### config.mk
export PLATFORM = sky130hd
export DESIGN_NAME = dac_serial_write_port
export DESIGN_NICKNAME = d
export VERILOG_FILES = /design/src/hdl/dac_port_pkg.sv /design/src/hdl/dac_serial_write_port.sv /design/src/hdl/pin_sync.sv
export VERILOG_INCLUDE_DIRS = /design/src /design/src/hdl
export SDC_FILE = /design/constraint.sdc
export NUM_CORES = 1
export LEC_CHECK = 0
export ABC_AREA = 0
export BUFFER_PORTS_ARGS = -buffer_cell sky130_fd_sc_hd__buf_2
export CAP_MARGIN = 15
export CORE_MARGIN = 2
export CORE_UTILIZATION = 40
export DETAILED_ROUTE_END_ITERATION = 10
export GPL_TIMING_DRIVEN = 0
export PLACE_DENSITY_LB_ADDON = 0.05
export REMOVE_ABC_BUFFERS = 1
export SLEW_MARGIN = 20
export SYNTH_ARGS = -nofsm -noshare
export SYNTH_HDL_FRONTEND = slang
export SYNTH_SLANG_ARGS = --single-unit
### constraint.sdc
create_clock -name sys_clk -period 7.3 [get_ports sys_clk]
set_clock_uncertainty 0.2 [all_clocks]
set_input_delay 0.73 -clock sys_clk [delete_from_list [all_inputs] [get_ports sys_clk]]
set_output_delay 0.73 -clock sys_clk [all_outputs]
set_load 0.1 [all_outputs]
### src/hdl/dac_port_defines.svh
// constants for the serial converter write port
`ifndef DAC_PORT_DEFINES_SVH
`define DAC_PORT_DEFINES_SVH
`define FRAME_BITS       5'h10
`define FRAME_LAST       5'h0F
`define MODE_HI_POS      13
`define MODE_LO_POS      12
`define DATA_MSB_POS     11
`define DATA_LSB_POS     4
`define CODE_RESET       8'h00
`define MODE_RESET       2'b00
`define SHIFT_RESET      16'h0000
`define COUNT_RESET      5'h00
`define REG_DATA         32'h0000_0000
`define REG_MODE         32'h0000_0004
`define REG_STATUS       32'h0000_0008
`define REG_MISS         32'h0000_0000
`define SCLK_MAX_MHZ     30
`define SYS_CLK_MHZ      50
`define WB_ADR_BITS      4
`endif

### src/hdl/dac_port_pkg.sv
// types for the serial converter write port
package dac_port_pkg;
   typedef enum logic [1:0] {
      MODE_NORMAL = 2'b00,
      MODE_PD_1K  = 2'b01,
      MODE_PD_100K = 2'b10,
      MODE_PD_HIZ = 2'b11
   } op_mode_t;
   typedef enum logic [1:0] {
      LINK_IDLE  = 2'b00,
      LINK_SHIFT = 2'b01,
      LINK_DONE  = 2'b10
   } link_state_t;
endpackage : dac_port_pkg

### src/hdl/dac_serial_write_port.sv
// serial write port and mode control for an 8-bit voltage converter
// Contract
// - While frame select is low each falling serial clock edge shifts the data pin into 16 bits.
// - The serial clock may run up to 30 MHz and the host must not exceed that; the port needs each clock level to last two system clocks.
// - On the 16th falling edge the frame executes, loading the code and the mode.
// - Frame layout MSB first: two ignored bits, two mode bits, eight code bits, four ignored.
// - Frame select rising before the 16th edge clears the shifter and changes nothing else; the port still adds one to the abort count.
// - Reset fills the code register with zeros, output at 0 V, until a complete write.
// - Mode bits 13 and 12 pick normal, 1 kilohm, 100 kilohm or three-state.
// - Any power-down mode disconnects the buffer and powers down; the 1 kilohm and 100 kilohm modes also select their termination.
// - Power-down leaves the stored code untouched for when normal mode returns.
// - The code is straight binary 0 to 255, output equal to code over 256 of supply.
//
// Added by the designer: the Wishbone register port and the register addresses.
`timescale 1ns/100ps
`include "dac_port_defines.svh"
module dac_serial_write_port (
   // system clock and reset
   input  wire logic                       sys_clk,
   input  wire logic                       rst,
   // serial link pins from the host
   input  wire logic                       frameSelN,
   input  wire logic                       serialClk,
   input  wire logic                       serialData,
   // classic wishbone slave
   input  wire logic                       wb_cyc_i,
   input  wire logic                       wb_stb_i,
   input  wire logic                       wb_we_i,
   input  wire logic [`WB_ADR_BITS-1:0]    wb_adr_i,
   input  wire logic [3:0]                 wb_sel_i,
   input  wire logic [31:0]                wb_dat_i,
   output logic      [31:0]                wb_dat_o,
   output logic                            wb_ack_o,
   // converter and output stage controls
   output logic      [7:0]                 dacCode,
   output dac_port_pkg::op_mode_t          opMode,
   output logic                            ampEnable,
   output logic                            termOneK,
   output logic                            termHundredK,
   output logic                            biasEnable,
   output logic                            frameDone
);
   import dac_port_pkg::*;

   // the link clock is only sampled: each of its levels must last two system clocks,
   // so full link speed needs a system clock far above the one used here

   logic selLevel;
   logic clkLevel;
   logic datLevel;

   pin_sync u_sync_sel (
      .sys_clk   (sys_clk),
      .rst       (rst),
      .pinIn     (frameSelN),
      .initLevel (1'b1),
      .level     (selLevel)
   );
   pin_sync u_sync_clk (
      .sys_clk   (sys_clk),
      .rst       (rst),
      .pinIn     (serialClk),
      .initLevel (1'b0),
      .level     (clkLevel)
   );
   pin_sync u_sync_dat (
      .sys_clk   (sys_clk),
      .rst       (rst),
      .pinIn     (serialData),
      .initLevel (1'b0),
      .level     (datLevel)
   );

   typedef struct packed {
      logic        selPrev;
      logic        clkPrev;
      link_state_t link;
      logic [15:0] shifter;
      logic [4:0]  count;
      logic [7:0]  code;
      op_mode_t    mode;
      logic [15:0] frames;
      logic [15:0] aborts;
      logic        done;
      logic        amp;
      logic        t1k;
      logic        t100k;
      logic        bias;
      logic [31:0] rdata;
      logic        ack;
   } port_state_t;

   port_state_t st;
   port_state_t next_st;

   logic        selFall;
   logic        selRise;
   logic        clkFall;
   logic        busReq;
   logic [15:0] shifted;
   logic [31:0] adr;
   op_mode_t    execMode;

   assign selFall  = st.selPrev & ~selLevel;
   assign selRise  = ~st.selPrev & selLevel;
   assign clkFall  = st.clkPrev & ~clkLevel;
   assign busReq   = wb_cyc_i & wb_stb_i & ~st.ack;
   assign shifted  = {st.shifter[14:0], datLevel};
   assign adr      = {{(32-`WB_ADR_BITS){1'b0}}, wb_adr_i};
   assign execMode = op_mode_t'(shifted[`MODE_HI_POS:`MODE_LO_POS]);

   always_comb begin
      next_st = st;
      next_st.selPrev = selLevel;
      next_st.clkPrev = clkLevel;
      next_st.done    = 1'b0;
      next_st.ack     = 1'b0;
      case (st.link)
         LINK_IDLE: begin
            if (selFall) begin
               next_st.link    = LINK_SHIFT;
               next_st.shifter = `SHIFT_RESET;
               next_st.count   = `COUNT_RESET;
            end
         end
         LINK_SHIFT: begin
            if (selRise) begin
               // early rise abandons the frame; code and mode keep their values
               next_st.link    = LINK_IDLE;
               next_st.shifter = `SHIFT_RESET;
               next_st.count   = `COUNT_RESET;
               next_st.aborts  = st.aborts + 16'h0001;
            end else if (clkFall) begin
               next_st.shifter = shifted;
               next_st.count   = st.count + 5'h01;
               if (st.count == `FRAME_LAST) begin
                  // bits 15:14 and 3:0 carry nothing
                  next_st.code   = shifted[`DATA_MSB_POS:`DATA_LSB_POS];
                  next_st.mode   = execMode;
                  next_st.link   = LINK_DONE;
                  next_st.done   = 1'b1;
                  next_st.frames = st.frames + 16'h0001;
               end
            end
         end
         LINK_DONE: begin
            // parked low or not, only a fresh high then low restarts
            if (selRise) begin
               next_st.link = LINK_IDLE;
            end
         end
         default: begin
            next_st.link = LINK_IDLE;
         end
      endcase
      // read data is registered at the request edge and stands with ack
      if (busReq) begin
         next_st.ack   = 1'b1;
         next_st.rdata = `REG_MISS;
         case (adr)
            `REG_DATA: begin
               next_st.rdata = {24'h00_0000, st.code};
            end
            `REG_MODE: begin
               next_st.rdata = {30'h0000_0000, st.mode};
            end
            `REG_STATUS: begin
               next_st.rdata = {st.aborts, st.frames};
            end
            default: begin
               next_st.rdata = `REG_MISS;
            end
         endcase
      end
      // a write lands at the edge where the master sees ack; the link wins a collision
      if (st.ack && wb_cyc_i && wb_stb_i && wb_we_i && wb_sel_i[0] && !next_st.done) begin
         if (adr == `REG_DATA) begin
            next_st.code = wb_dat_i[7:0];
         end else if (adr == `REG_MODE) begin
            next_st.mode = op_mode_t'(wb_dat_i[1:0]);
         end
      end
      // derived last so a bus mode write moves the output stage in the same cycle
      // power-down only reroutes the output; the stored code stays
      next_st.amp   = (next_st.mode == MODE_NORMAL);
      next_st.bias  = (next_st.mode == MODE_NORMAL);
      next_st.t1k   = (next_st.mode == MODE_PD_1K);
      next_st.t100k = (next_st.mode == MODE_PD_100K);
   end

   always_ff @(posedge sys_clk) begin
      if (rst) begin
         st         <= '0;
         st.selPrev <= 1'b1;
         st.link    <= LINK_IDLE;
         st.code    <= `CODE_RESET;
         st.mode    <= MODE_NORMAL;
         st.amp     <= 1'b1;
         st.bias    <= 1'b1;
      end else begin
         st <= next_st;
      end
   end

   assign wb_dat_o     = st.rdata;
   assign wb_ack_o     = st.ack;
   assign dacCode      = st.code;
   assign opMode       = st.mode;
   assign ampEnable    = st.amp;
   assign termOneK     = st.t1k;
   assign termHundredK = st.t100k;
   assign biasEnable   = st.bias;
   assign frameDone    = st.done;
endmodule : dac_serial_write_port

### src/hdl/pin_sync.sv
// three-stage pin synchroniser with agreement filter
`timescale 1ns/100ps
module pin_sync (
   // clock and reset
   input  wire logic sys_clk,
   input  wire logic rst,
   // pin in, filtered level out
   input  wire logic pinIn,
   input  wire logic initLevel,
   output logic      level
);
   typedef struct packed {
      logic s1;
      logic s2;
      logic s3;
      logic lvl;
   } sync_t;
   sync_t st;
   sync_t next_st;
   always_comb begin
      next_st = st;
      next_st.s1 = pinIn;
      next_st.s2 = st.s1;
      next_st.s3 = st.s2;
      // only the second and third stage vote
      if (st.s2 == st.s3) begin
         next_st.lvl = st.s3;
      end
   end
   always_ff @(posedge sys_clk) begin
      if (rst) begin
         st <= {initLevel, initLevel, initLevel, initLevel};
      end else begin
         st <= next_st;
      end
   end
   assign level = st.lvl;
endmodule : pin_sync

After elaboration in Yosys (flattened, before gate mapping)
Cells that the tools add are included.

Add/subtract/negate cells: 3. Equal/unequal tests: 14. Multiplexer cells: 20. Bitwise operators: 10. Reduce and logical (&&, ||, !) cells: 14.

Operators by type and width (count): $pmux W32 S3 (1); $mux W26 (2); $mux W49 (1); $mux W23 (2); $mux W43 (1); $pmux W20 S2 (1); $add A16 B1 Y16 const B (2); $logic_not A32 Y1 (1); $mux W16 (1); $mux W10 (1); $mux W2 (4); $mux W8 (1); $reduce_and A4 Y1 (2); $ne A3 B3 Y1 const B (2); $pmux W2 S3 (1); $add A5 B1 Y5 const B (1); $and A1 B1 Y1 (5); $eq A5 B4 Y1 const B (1); $logic_and A1 B1 Y1 (5); $not A1 Y1 (5); $eq A2 B1 Y1 const B (2); $eq A2 B2 Y1 const B (2); $eq A4 B3 Y1 const B (1); $eq A4 B4 Y1 const B (1); other kinds (8) (15).

Register bits: 115. Input port bits: 48. Output and inout bits: 48. Logic and storage cells: 88.

Depth between registers and ports, before layout
Gate-level depths: netlist of the first run.

Depth in word-level cells: 9. Depth in mapped cells: 10.

By module
From an unflattened synthesis of the first run, not the netlist that was laid out.

Cell total of the unflattened synthesis: 537. Area, all modules: 4996.0 µm².

Modules (own cells, without submodules): dac_serial_write_port (instances 1, cells each 492, area an instance 4556.9 µm², sequential area each 2021.9 µm²); pin_sync (instances 3, cells each 15, area an instance 146.4 µm², sequential area each 90.1 µm²).

Worst setup path after synthesis of the first run
Ideal clock, no wire load.

Kind: flip-flop to flip-flop. Start point: reg st, in the netlist wb_ack_o. End point: reg st, in the netlist biasEnable. Data arrival time: 2.215 ns. Slack: 4.779 ns. Stages on the path, launching flop included: 6. Buffers on the path: 1. Path through: dfxtp_1 -> and4b_1 -> nand4_1 -> or3b_2 -> clkbuf_1 -> o311ai_0.

Longest elaborated chain between the ends: 7.

RTL lines: from (decl) (RTL line dac_serial_write_port.sv:93) `port_state_t st;`; from (signal assigned) (RTL line dac_serial_write_port.sv:201) `st <= next_st;`; $logic_and A1 B1 Y1 (5 in a row) (RTL line dac_serial_write_port.sv:176) `if (st.ack && wb_cyc_i && wb_stb_i && wb_we_i && wb_sel_i[0] && !next_st.done) begin`; $mux W10 (RTL line dac_serial_write_port.sv:176); $logic_not A2 Y1 (RTL line dac_serial_write_port.sv:186) `next_st.bias = (next_st.mode == MODE_NORMAL);`.

Every way passes these cells. A chain may end at the register's enable or synchronous reset.

Worst setup path after layout of the first run
Start point: reg st[80] (netlist name). End point: reg st, in the netlist dacCode[6].

Longest elaborated chain between the ends: 8. Elaborated cells between the ends (all ways): 12. Classes of those cells: 1 x eq/ne; 9 x mux; 2 x reduce/logical.

RTL lines: $eq A5 B4 Y1 (no line) *; $mux W1 (RTL line dac_serial_write_port.sv:136) `` if (st.count == `FRAME_LAST) begin ``; $mux W1 (RTL line dac_serial_write_port.sv:133) `end else if (clkFall) begin`; $mux W1 (RTL line dac_serial_write_port.sv:127) `if (selRise) begin`; $mux W43 * (RTL line dac_serial_write_port.sv:118) `case (st.link)`; $logic_not A1 Y1 (RTL line dac_serial_write_port.sv:176); $logic_and A1 B1 Y1 (RTL line dac_serial_write_port.sv:176); $mux W10 * (RTL line dac_serial_write_port.sv:176).

Mark *: on every way between the ends. The rest lies on a longest branch, timed or not. The select of a mux whose other input is x is not followed.

==> results.md, run 1 <==
Global routing:
- The initial antenna violation count was 1.
- The number of global-route vias before repair is ~3300.
- The maximum number of pins on one net before global-route repair is 50.
- The wire length of the first global-routing pass is around 16000 um.
- The combined global-route utilization of all metal layers is 0.162.
- The total overflow left after global routing is 0.

Synthesis:
- The biggest area contributor in the post-synthesis netlist is sky130_fd_sc_hd__dfxtp_1.
- A synthesized cell averages roughly 9.1 um^2.
- In the synthesized netlist the async set-or-reset flop fraction comes to 0.
- By area the synthesized netlist is led by sky130_fd_sc_hd__dfxtp_1, sky130_fd_sc_hd__nor2_1, sky130_fd_sc_hd__buf_4.
- The post-synthesis cell type count is 48.
- The number of flip-flops and latches in the synthesized netlist is approximately 110.
- The count of flip-flops with a built-in enable after synthesis is 0.
- The most used flip-flop cell after synthesis is sky130_fd_sc_hd__dfxtp_1.
- The most repeated cell in the gate-level netlist after synthesis is sky130_fd_sc_hd__dfxtp_1.
- The total standard cell area after synthesis is 4870 um^2.
- Of the synthesized area, sequential elements account for 0.464.
- The number of warnings printed during yosys synthesis is 0.
- In the synthesized netlist, the number of instances is roughly 540.
- The proportion of netlist area held by the largest area contributor is 0.464.
- By count the netlist is led by sky130_fd_sc_hd__dfxtp_1, sky130_fd_sc_hd__nor2_1, sky130_fd_sc_hd__buf_4, sky130_fd_sc_hd__nand2_1, sky130_fd_sc_hd__a22oi_1.

Placed design:
- Port buffering added 68 buffers.
- The congestion estimate from routability-driven global placement came to around 0.73.
- The detailed placer's ending HPWL is 6670 um.

Floorplanning:
- The die covers 13100 um^2.
- The initial cell density of the core is 0.407.
- In this run the count of I/O pins placed on the die edge is 96.
- The floorplan step set the die height to approximately 110 um.
- The number of placement rows is 40.
- The x dimension of the die is 114 um.
- In this run the standard cell core region covers approximately 12000 um^2.

Timing:
- The top achievable clock speed is about 370 MHz.
- The aggregate negative setup slack is 0 ns.
- Setup repair after global routing left no endpoint under its margin.
- The remaining max-slew budget at the tightest pin is 0.478.
- At the pin with the least slew margin, the transition time is slightly below 0.8 ns.
- The smallest clock period supported by the final layout is computed as around 2.7 ns.
- The total count of max-transition violations in the final report is 0.
- The ratio of final minimum period to clock period is 0.375.
- The count of final hold-check violations is 0.
- Setup violations remaining at the end of the flow were counted as 0.

Setup path:
- Setup slack on the worst reg-to-reg path comes out at approximately 4.6 ns.
- STA classifies the critical path endpoint as a flip-flop.
- At the worst endpoint, the required time is around 7.4 ns.
- Of all nets on the critical path, the largest fanout is 9.
- Data on the critical path arrives at its endpoint at between 2 and 3 ns.
- The startpoint type of the worst setup path is a flip-flop.
- The critical path in this run is classified as flip-flop to flip-flop.

Clock network:
- The total clock sinks is approximately 110.
- The number of cells upsized or downsized after cts is 0.
- Clock-pin slew was measured on the worst setup and hold paths at roughly 0.050 ns.
- The CTS tree is yes.
- In this run the post-CTS setup repair buffer count came out at 0.
- The hold-fix buffer count after cts is 0.
- Counting along the longest clock path gives a buffer depth of 2.
- The number of buffers created by CTS is 17.
- The clock reaches the later pin of the worst-skew pair after between 0.4 and 0.5 ns.
- The master cell of the clock root buffer is sky130_fd_sc_hd__clkbuf_16.
- The level count of the clock H-tree is 4.

Worst hold path:
- In this run the worst hold path is classified as flip-flop to flip-flop.

Finish:
- The post-synthesis to final-layout area growth is 13.8%.
- The number of antenna diodes is 0.
- In the final design database the tool counted about 600 nets.
- Measured on the finished design, the core utilization comes to 0.463.
- The fraction of layout cells with a size suffix above 1 is 0.217.

Job:
- The number of maximum-capacitance violations is 0.

Detailed routing:
- The post-detailed-route wirelength per cell is roughly 14 um.
- The detail-routed via count per cell is roughly 5.1.
- The count of nets left with antenna violations once routing finished came out at 0.
- The post-detailed-routing wire length is about 10000 um.
- The DRC violation total after the first TritonRoute iteration is between 200 and 250.
- After detailed routing, the number of remaining DRC violations is 0.
- The final route contains 3621 vias.
- The number of search-and-repair iterations in the first detailed-routing pass is 4.

Power and ir drop:
- Across the VDD grid, the largest voltage drop is approximately 0.13 mV.
- The analysis attributes to cell leakage a power of ~2.1 nW.
- For this design the ratio of total power to cell area is approximately 240 nW/um^2.

Run status:
- The flow ran to the end, and the final reports show no timing, DRC or antenna violations.
-- metal layers --
layer	up-vias	track usage	part of all wire
li1	1851	-	-
met1	1666	0.204	0.50
met2	85	0.246	0.42
met3	17	0.0646	0.062
met4	2	0.0707	0.018
met5	-	0	0.0016
-- layout by cell type, fill, tap and decap left out, types with 4 or more instances in the layout --
| cell | instances |
|---|---|
| sky130_fd_sc_hd__a211oi_1 | 7 |
| sky130_fd_sc_hd__a21o_1 | 6 |
| sky130_fd_sc_hd__a21oi_1 | 17 |
| sky130_fd_sc_hd__a22oi_1 | 32 |
| sky130_fd_sc_hd__a311oi_1 | 4 |
| sky130_fd_sc_hd__buf_2 | 68 |
| sky130_fd_sc_hd__buf_4 | 5 |
| sky130_fd_sc_hd__clkbuf_1 | 6 |
| sky130_fd_sc_hd__clkbuf_16 | 17 |
| sky130_fd_sc_hd__dfxtp_1 | 113 |
| sky130_fd_sc_hd__ha_1 | 4 |
| sky130_fd_sc_hd__inv_1 | 7 |
| sky130_fd_sc_hd__mux2_2 | 6 |
| sky130_fd_sc_hd__mux2i_1 | 18 |
| sky130_fd_sc_hd__nand2_1 | 38 |
| sky130_fd_sc_hd__nand3_1 | 10 |
| sky130_fd_sc_hd__nand3b_1 | 7 |
| sky130_fd_sc_hd__nand4_1 | 8 |
| sky130_fd_sc_hd__nor2_1 | 87 |
| sky130_fd_sc_hd__nor2b_1 | 10 |
| sky130_fd_sc_hd__nor3_1 | 10 |
| sky130_fd_sc_hd__nor4_1 | 4 |
| sky130_fd_sc_hd__nor4_2 | 4 |
| sky130_fd_sc_hd__o21ai_0 | 9 |
| sky130_fd_sc_hd__or2_2 | 5 |
| sky130_fd_sc_hd__xnor2_1 | 18 |
| sky130_fd_sc_hd__xor2_1 | 12 |
-- flip-flops by register name, summed over array words and instances, names as in the netlist, 2 cells and up --
name,count
shifted,11
u_sync_dat.next_st,2
opMode,2
wb_dat_o,32
u_sync_sel.next_st,2
st,41
execMode,2
dacCode,8
u_sync_clk.next_st,2
-- cell families (layout without fill, tap and decap cells) --
family          count (synthesis)  in the layout  share of synthesized area
simple gates                  204            204                      0.208
flops                         113            113                      0.464
compound gates                 81             81                      0.112
buf+inv                        80            111                      0.101
xor+xnor                       30             30                     0.0539
mux                            24             24                     0.0508
fa+ha+maj                       4              4                     0.0103
-- stage by stage --
stage                     total power, W  hold WS [ns]  std cells  setup slack, ns  area [um^2]
final                            0.00135         0.206        714             4.56         5540
after global routing             0.00141         0.218        714             4.34         5540
after floorplan                 0.000644         0.189        464             3.48         4410
after detailed placement        0.000665         0.199        687             4.37         5040
after CTS                        0.00138         0.211        714             4.51         5530
after global placement          0.000663         0.191        679             1.81         4940
-- layout make-up --
type                    count  area (um^2)
flip-flops and latches    113         2260
multi-input cells         343         2150
clock buffers              26          489
clock inverters             1         5.00
repair buffers             76          420
fillers                  1188         6420
inverters                   8         30.0
well taps                 147          184
-- path summary, 6_finish.rpt --
| kind | end | cells past startpoint | startpoint |
|---|---|---|---|
| max reg2reg | dacCode[6]$_SDFF_PP0_ | 11 | st[80]$_SDFFE_PP0P_ |
| max | dacCode[6]$_SDFF_PP0_ | 11 | st[80]$_SDFFE_PP0P_ |
| min | u_sync_sel.next_st[1]$_SDFF_PP1_ | 1 | u_sync_sel.next_st[2]$_SDFF_PP1_ |
| min reg2reg | u_sync_sel.next_st[1]$_SDFF_PP1_ | 1 | u_sync_sel.next_st[2]$_SDFF_PP1_ |
-- where the power goes --
group          internal (W)  total [W]  switching (W)
logic            0.00000950  0.0000315      0.0000220
clock network      0.000448   0.000700       0.000252
registers          0.000621   0.000622    0.000000918
total               0.00108    0.00135       0.000275
-- critical path: stages (launching register included) --
cell and delay (ns):
sky130_fd_sc_hd__dfxtp_1 0.33, sky130_fd_sc_hd__ha_1 0.21, sky130_fd_sc_hd__and3_1 0.19, sky130_fd_sc_hd__ha_1 0.18, sky130_fd_sc_hd__nand3b_1 0.19, sky130_fd_sc_hd__nor4_2 0.08, sky130_fd_sc_hd__buf_4 0.19, sky130_fd_sc_hd__buf_4 0.16
sky130_fd_sc_hd__nor3_2 0.51, sky130_fd_sc_hd__buf_6 0.22, sky130_fd_sc_hd__a21o_1 0.09, sky130_fd_sc_hd__a21oi_1 0.05
Note: power is estimated with default switching activity, not from simulation.
==> run 2: changes to the inputs <==
Clock period 7.3 ns to 2.3 ns, I/O delays scaled along.
==> results.md, run 2 (synthesis results as in run 1) <==
Detailed routing:
- Once detail routing completed, the nets flagged for antenna violations numbered 0.
- The detailed router used layers up to and including met4.
- After detailed routing, the number of remaining DRC violations is 0.
- The first detailed-routing pass ran for 4 iterations.
- The detail-routed via count per cell is ~5.1.
- The routed length on met2 is slightly below 5000 um.
- The met3 wire length is around 660 um.
- The post-detailed-route wirelength per cell is roughly 15 um.
- For this block, the initial DRC count from the detailed router was 217.
- The detailed-routing wirelength on met1 is 5300 um.
- The final route contains 3813 vias.
- Wires add up to around 11000 um.

Finish:
- The post-synthesis to final-layout area growth is 26.5%.
- The number of flip-flops under the largest register name is 41.
- The library cell used most frequently in the layout, excluding fill and tap cells, is sky130_fd_sc_hd__dfxtp_1.
- The fraction of layout cells with a size suffix above 1 is 0.288.
- The library cells used most frequently in the layout, excluding fill and tap cells, are sky130_fd_sc_hd__dfxtp_1, sky130_fd_sc_hd__nor2_1, sky130_fd_sc_hd__buf_2.
- The final design instance area without fill is about 6200 um^2.
- The number of antenna diodes is 0.
- The net total in the final layout is between 600 and 700.
- Ranked by flip-flop count, first place goes to st.

Power and ir drop:
- The share of total power dissipated in combinational logic is 0.028.
- Of the total power, the share spent switching nets is 0.205.
- VDD sags by at most 0.403 mV.
- Of the total power, registers draw 0.457.
- The analysis attributes to net switching a power of approximately 0.00088 W.
- The power density over the cells is between 700 and 800 nW/um^2.
- The proportion of power drawn by the clock network is 0.516.
- The internal power consumption is 0.00344 W.
- The total leakage power is 2.47 nW.

Worst hold path:
- The tightest min-delay check is of the input pin to flip-flop type.
- The worst hold path was traced through 2 stages.

Setup path:
- The critical path runs through a total of 10 cells.
- Counting both buffers and inverters, the worst setup path holds a total of 2.
- The maximum net fanout on the critical path is 6.
- STA classifies the critical path endpoint as a flip-flop.
- The worst setup path is of the flip-flop to flip-flop kind.
- The slowest stage of the critical path belongs to the cell sky130_fd_sc_hd__or4_4.
- The critical path goes through ha_4, and3_4, ha_4, nand3b_1, buf_6, buf_6, or4_4, and2_4, a211oi_2, a211oi_1.
- The startpoint type of the worst setup path is a flip-flop.
- The depth of the most critical reg-to-reg path is 10.
- The data arrival time at the worst-slack endpoint is around 2.5 ns.
- STA puts the critical path data required time at between 2 and 2.5 ns.
- The longest individual stage delay on the worst path is around 0.5 ns.
- On the critical path the largest part of the delay comes from simple AND/OR/NAND/NOR gates.

Run status:
- The flow ran to the end, but the final reports show violations.
- The final reports fail on negative setup slack.

Clock network:
- Clock tree synthesis found a total of about 110 sinks.
- The level count of the clock H-tree is 4.
- The clock latency on the worst-skew pair is 0.41 ns.
- The number of buffers created by CTS is 17.
- The CTS tree is yes.
- The CTS clock-pin slew for the worst setup and hold paths is around 0.05 ns.
- In this run the deepest clock path goes through 2 buffers.
- CTS placed an instance of sky130_fd_sc_hd__clkbuf_16 at the clock tree root.

Timing:
- The total count of max-transition violations in the final report is 0.
- The time the worst path needs with I/O delays and setup is about 2.5 ns.
- Of the available clock period, the critical path in the final layout requires 1.07.
- Setup violations remaining at the end of the flow were counted as 21.
- Setup repair after global routing could not meet its margin everywhere.
- The count of final hold-check violations is 0.
- The worst setup margin is -0.155 ns.
- Derived from the worst setup path, the maximum achievable clock frequency is between 400 and 500 MHz.
- The aggregate negative setup slack is -1.90 ns.
- At the pin with the least slew margin, the transition time is a little under 0.8 ns.
- In this run the tightest slew margin relative to its limit is 0.476.

Global routing:
- The combined global-route utilization of all metal layers is 0.175.
- Global routing finished with a remaining overflow of 0.
- The first global-routing pass estimated between 15000 and 20000 um of wire.
- The maximum number of pins on one net before global-route repair is 50.
- The initial antenna violation count is 0.
- The number of global-route vias before repair is ~3500.

Floorplanning:
- The number of placement rows is 40.
- The initial cell density of the core is 0.407.
- From bottom edge to top edge, the die measures 114 um.
- Measured along the x axis, the die boundary spans around 110 um.
- The total core area is ~12000 um^2.
- The count of boundary I/O pins is 96.
- The die area is 13100 um^2.

Placed design:
- The placed instance area is 5040 um^2.
- The congestion estimate from routability-driven global placement came to 0.734.
- The wire-length estimate of the detail-placed layout is roughly 6700 um.
- The number of buffers inserted by port buffering is 68.

Job:
- The number of maximum-capacitance violations is 0.
## run 2: routing by layer
layer  up-vias  GRT usage
li1       1940          -
met1      1757      0.225
met2       104      0.269
met3        12     0.0619
met4         0     0.0707
met5         -          0
## run 2: timing repair
action	CTS	global route
hold buffers	11	0
setup buffers	19	9
cloned	4	0
pin swaps	37	24
endpoints found under the hold margin	16	0
resized for setup	42	14
setup endpoints to repair	64	32
## run 2: path summary, 6_finish.rpt
path         slack (ns)                             start                          endpoint
max               -0.15               st[81]$_SDFFE_PP0P_             dacCode[0]$_SDFF_PP0_
min                0.08                               rst               st[46]$_SDFFE_PP0P_
max reg2reg       -0.15               st[81]$_SDFFE_PP0P_             dacCode[0]$_SDFF_PP0_
min reg2reg        0.21  u_sync_sel.next_st[2]$_SDFF_PP1_  u_sync_sel.next_st[1]$_SDFF_PP1_
## run 2: final cells by class
cell class	instances	area, um^2
clock inverter	1	5.00
timing repair buffer	114	800
multi-input combinational	346	2390
inverter	8	30.0
fill	1144	5800
clock buffer	26	489
tap	147	184
sequential	113	2260
## run 2: power by group through the flow
stage | registers [W] | logic (W) | clock network [W]
3_5_place_dp | 0.00201 | 0.000101 | 0
3_3_place_gp | 0.00201 | 0.0000925 | 0
2_1_floorplan | 0.00202 | 0.0000266 | 0
6_report | 0.00197 | 0.000120 | 0.00223
5_1_grt | 0.00197 | 0.000131 | 0.00240
4_1_cts | 0.00197 | 0.000119 | 0.00230
## run 2: per-stage QoR
step / setup slack [ns] / power, W / std cells / util / hold slack (ns)
after floorplan: -1.52 / 0.00204 / 464 / - / 0.0991
after global placement: -3.19 / 0.00210 / 679 / 0.413 / 0.191
after detailed placement: -0.471 / 0.00211 / 687 / 0.421 / 0.199
after CTS: -0.149 / 0.00439 / 748 / 0.505 / 0.0744
after global routing: -0.214 / 0.00450 / 755 / 0.515 / 0.0874
final: -0.155 / 0.00432 / 755 / 0.515 / 0.0766
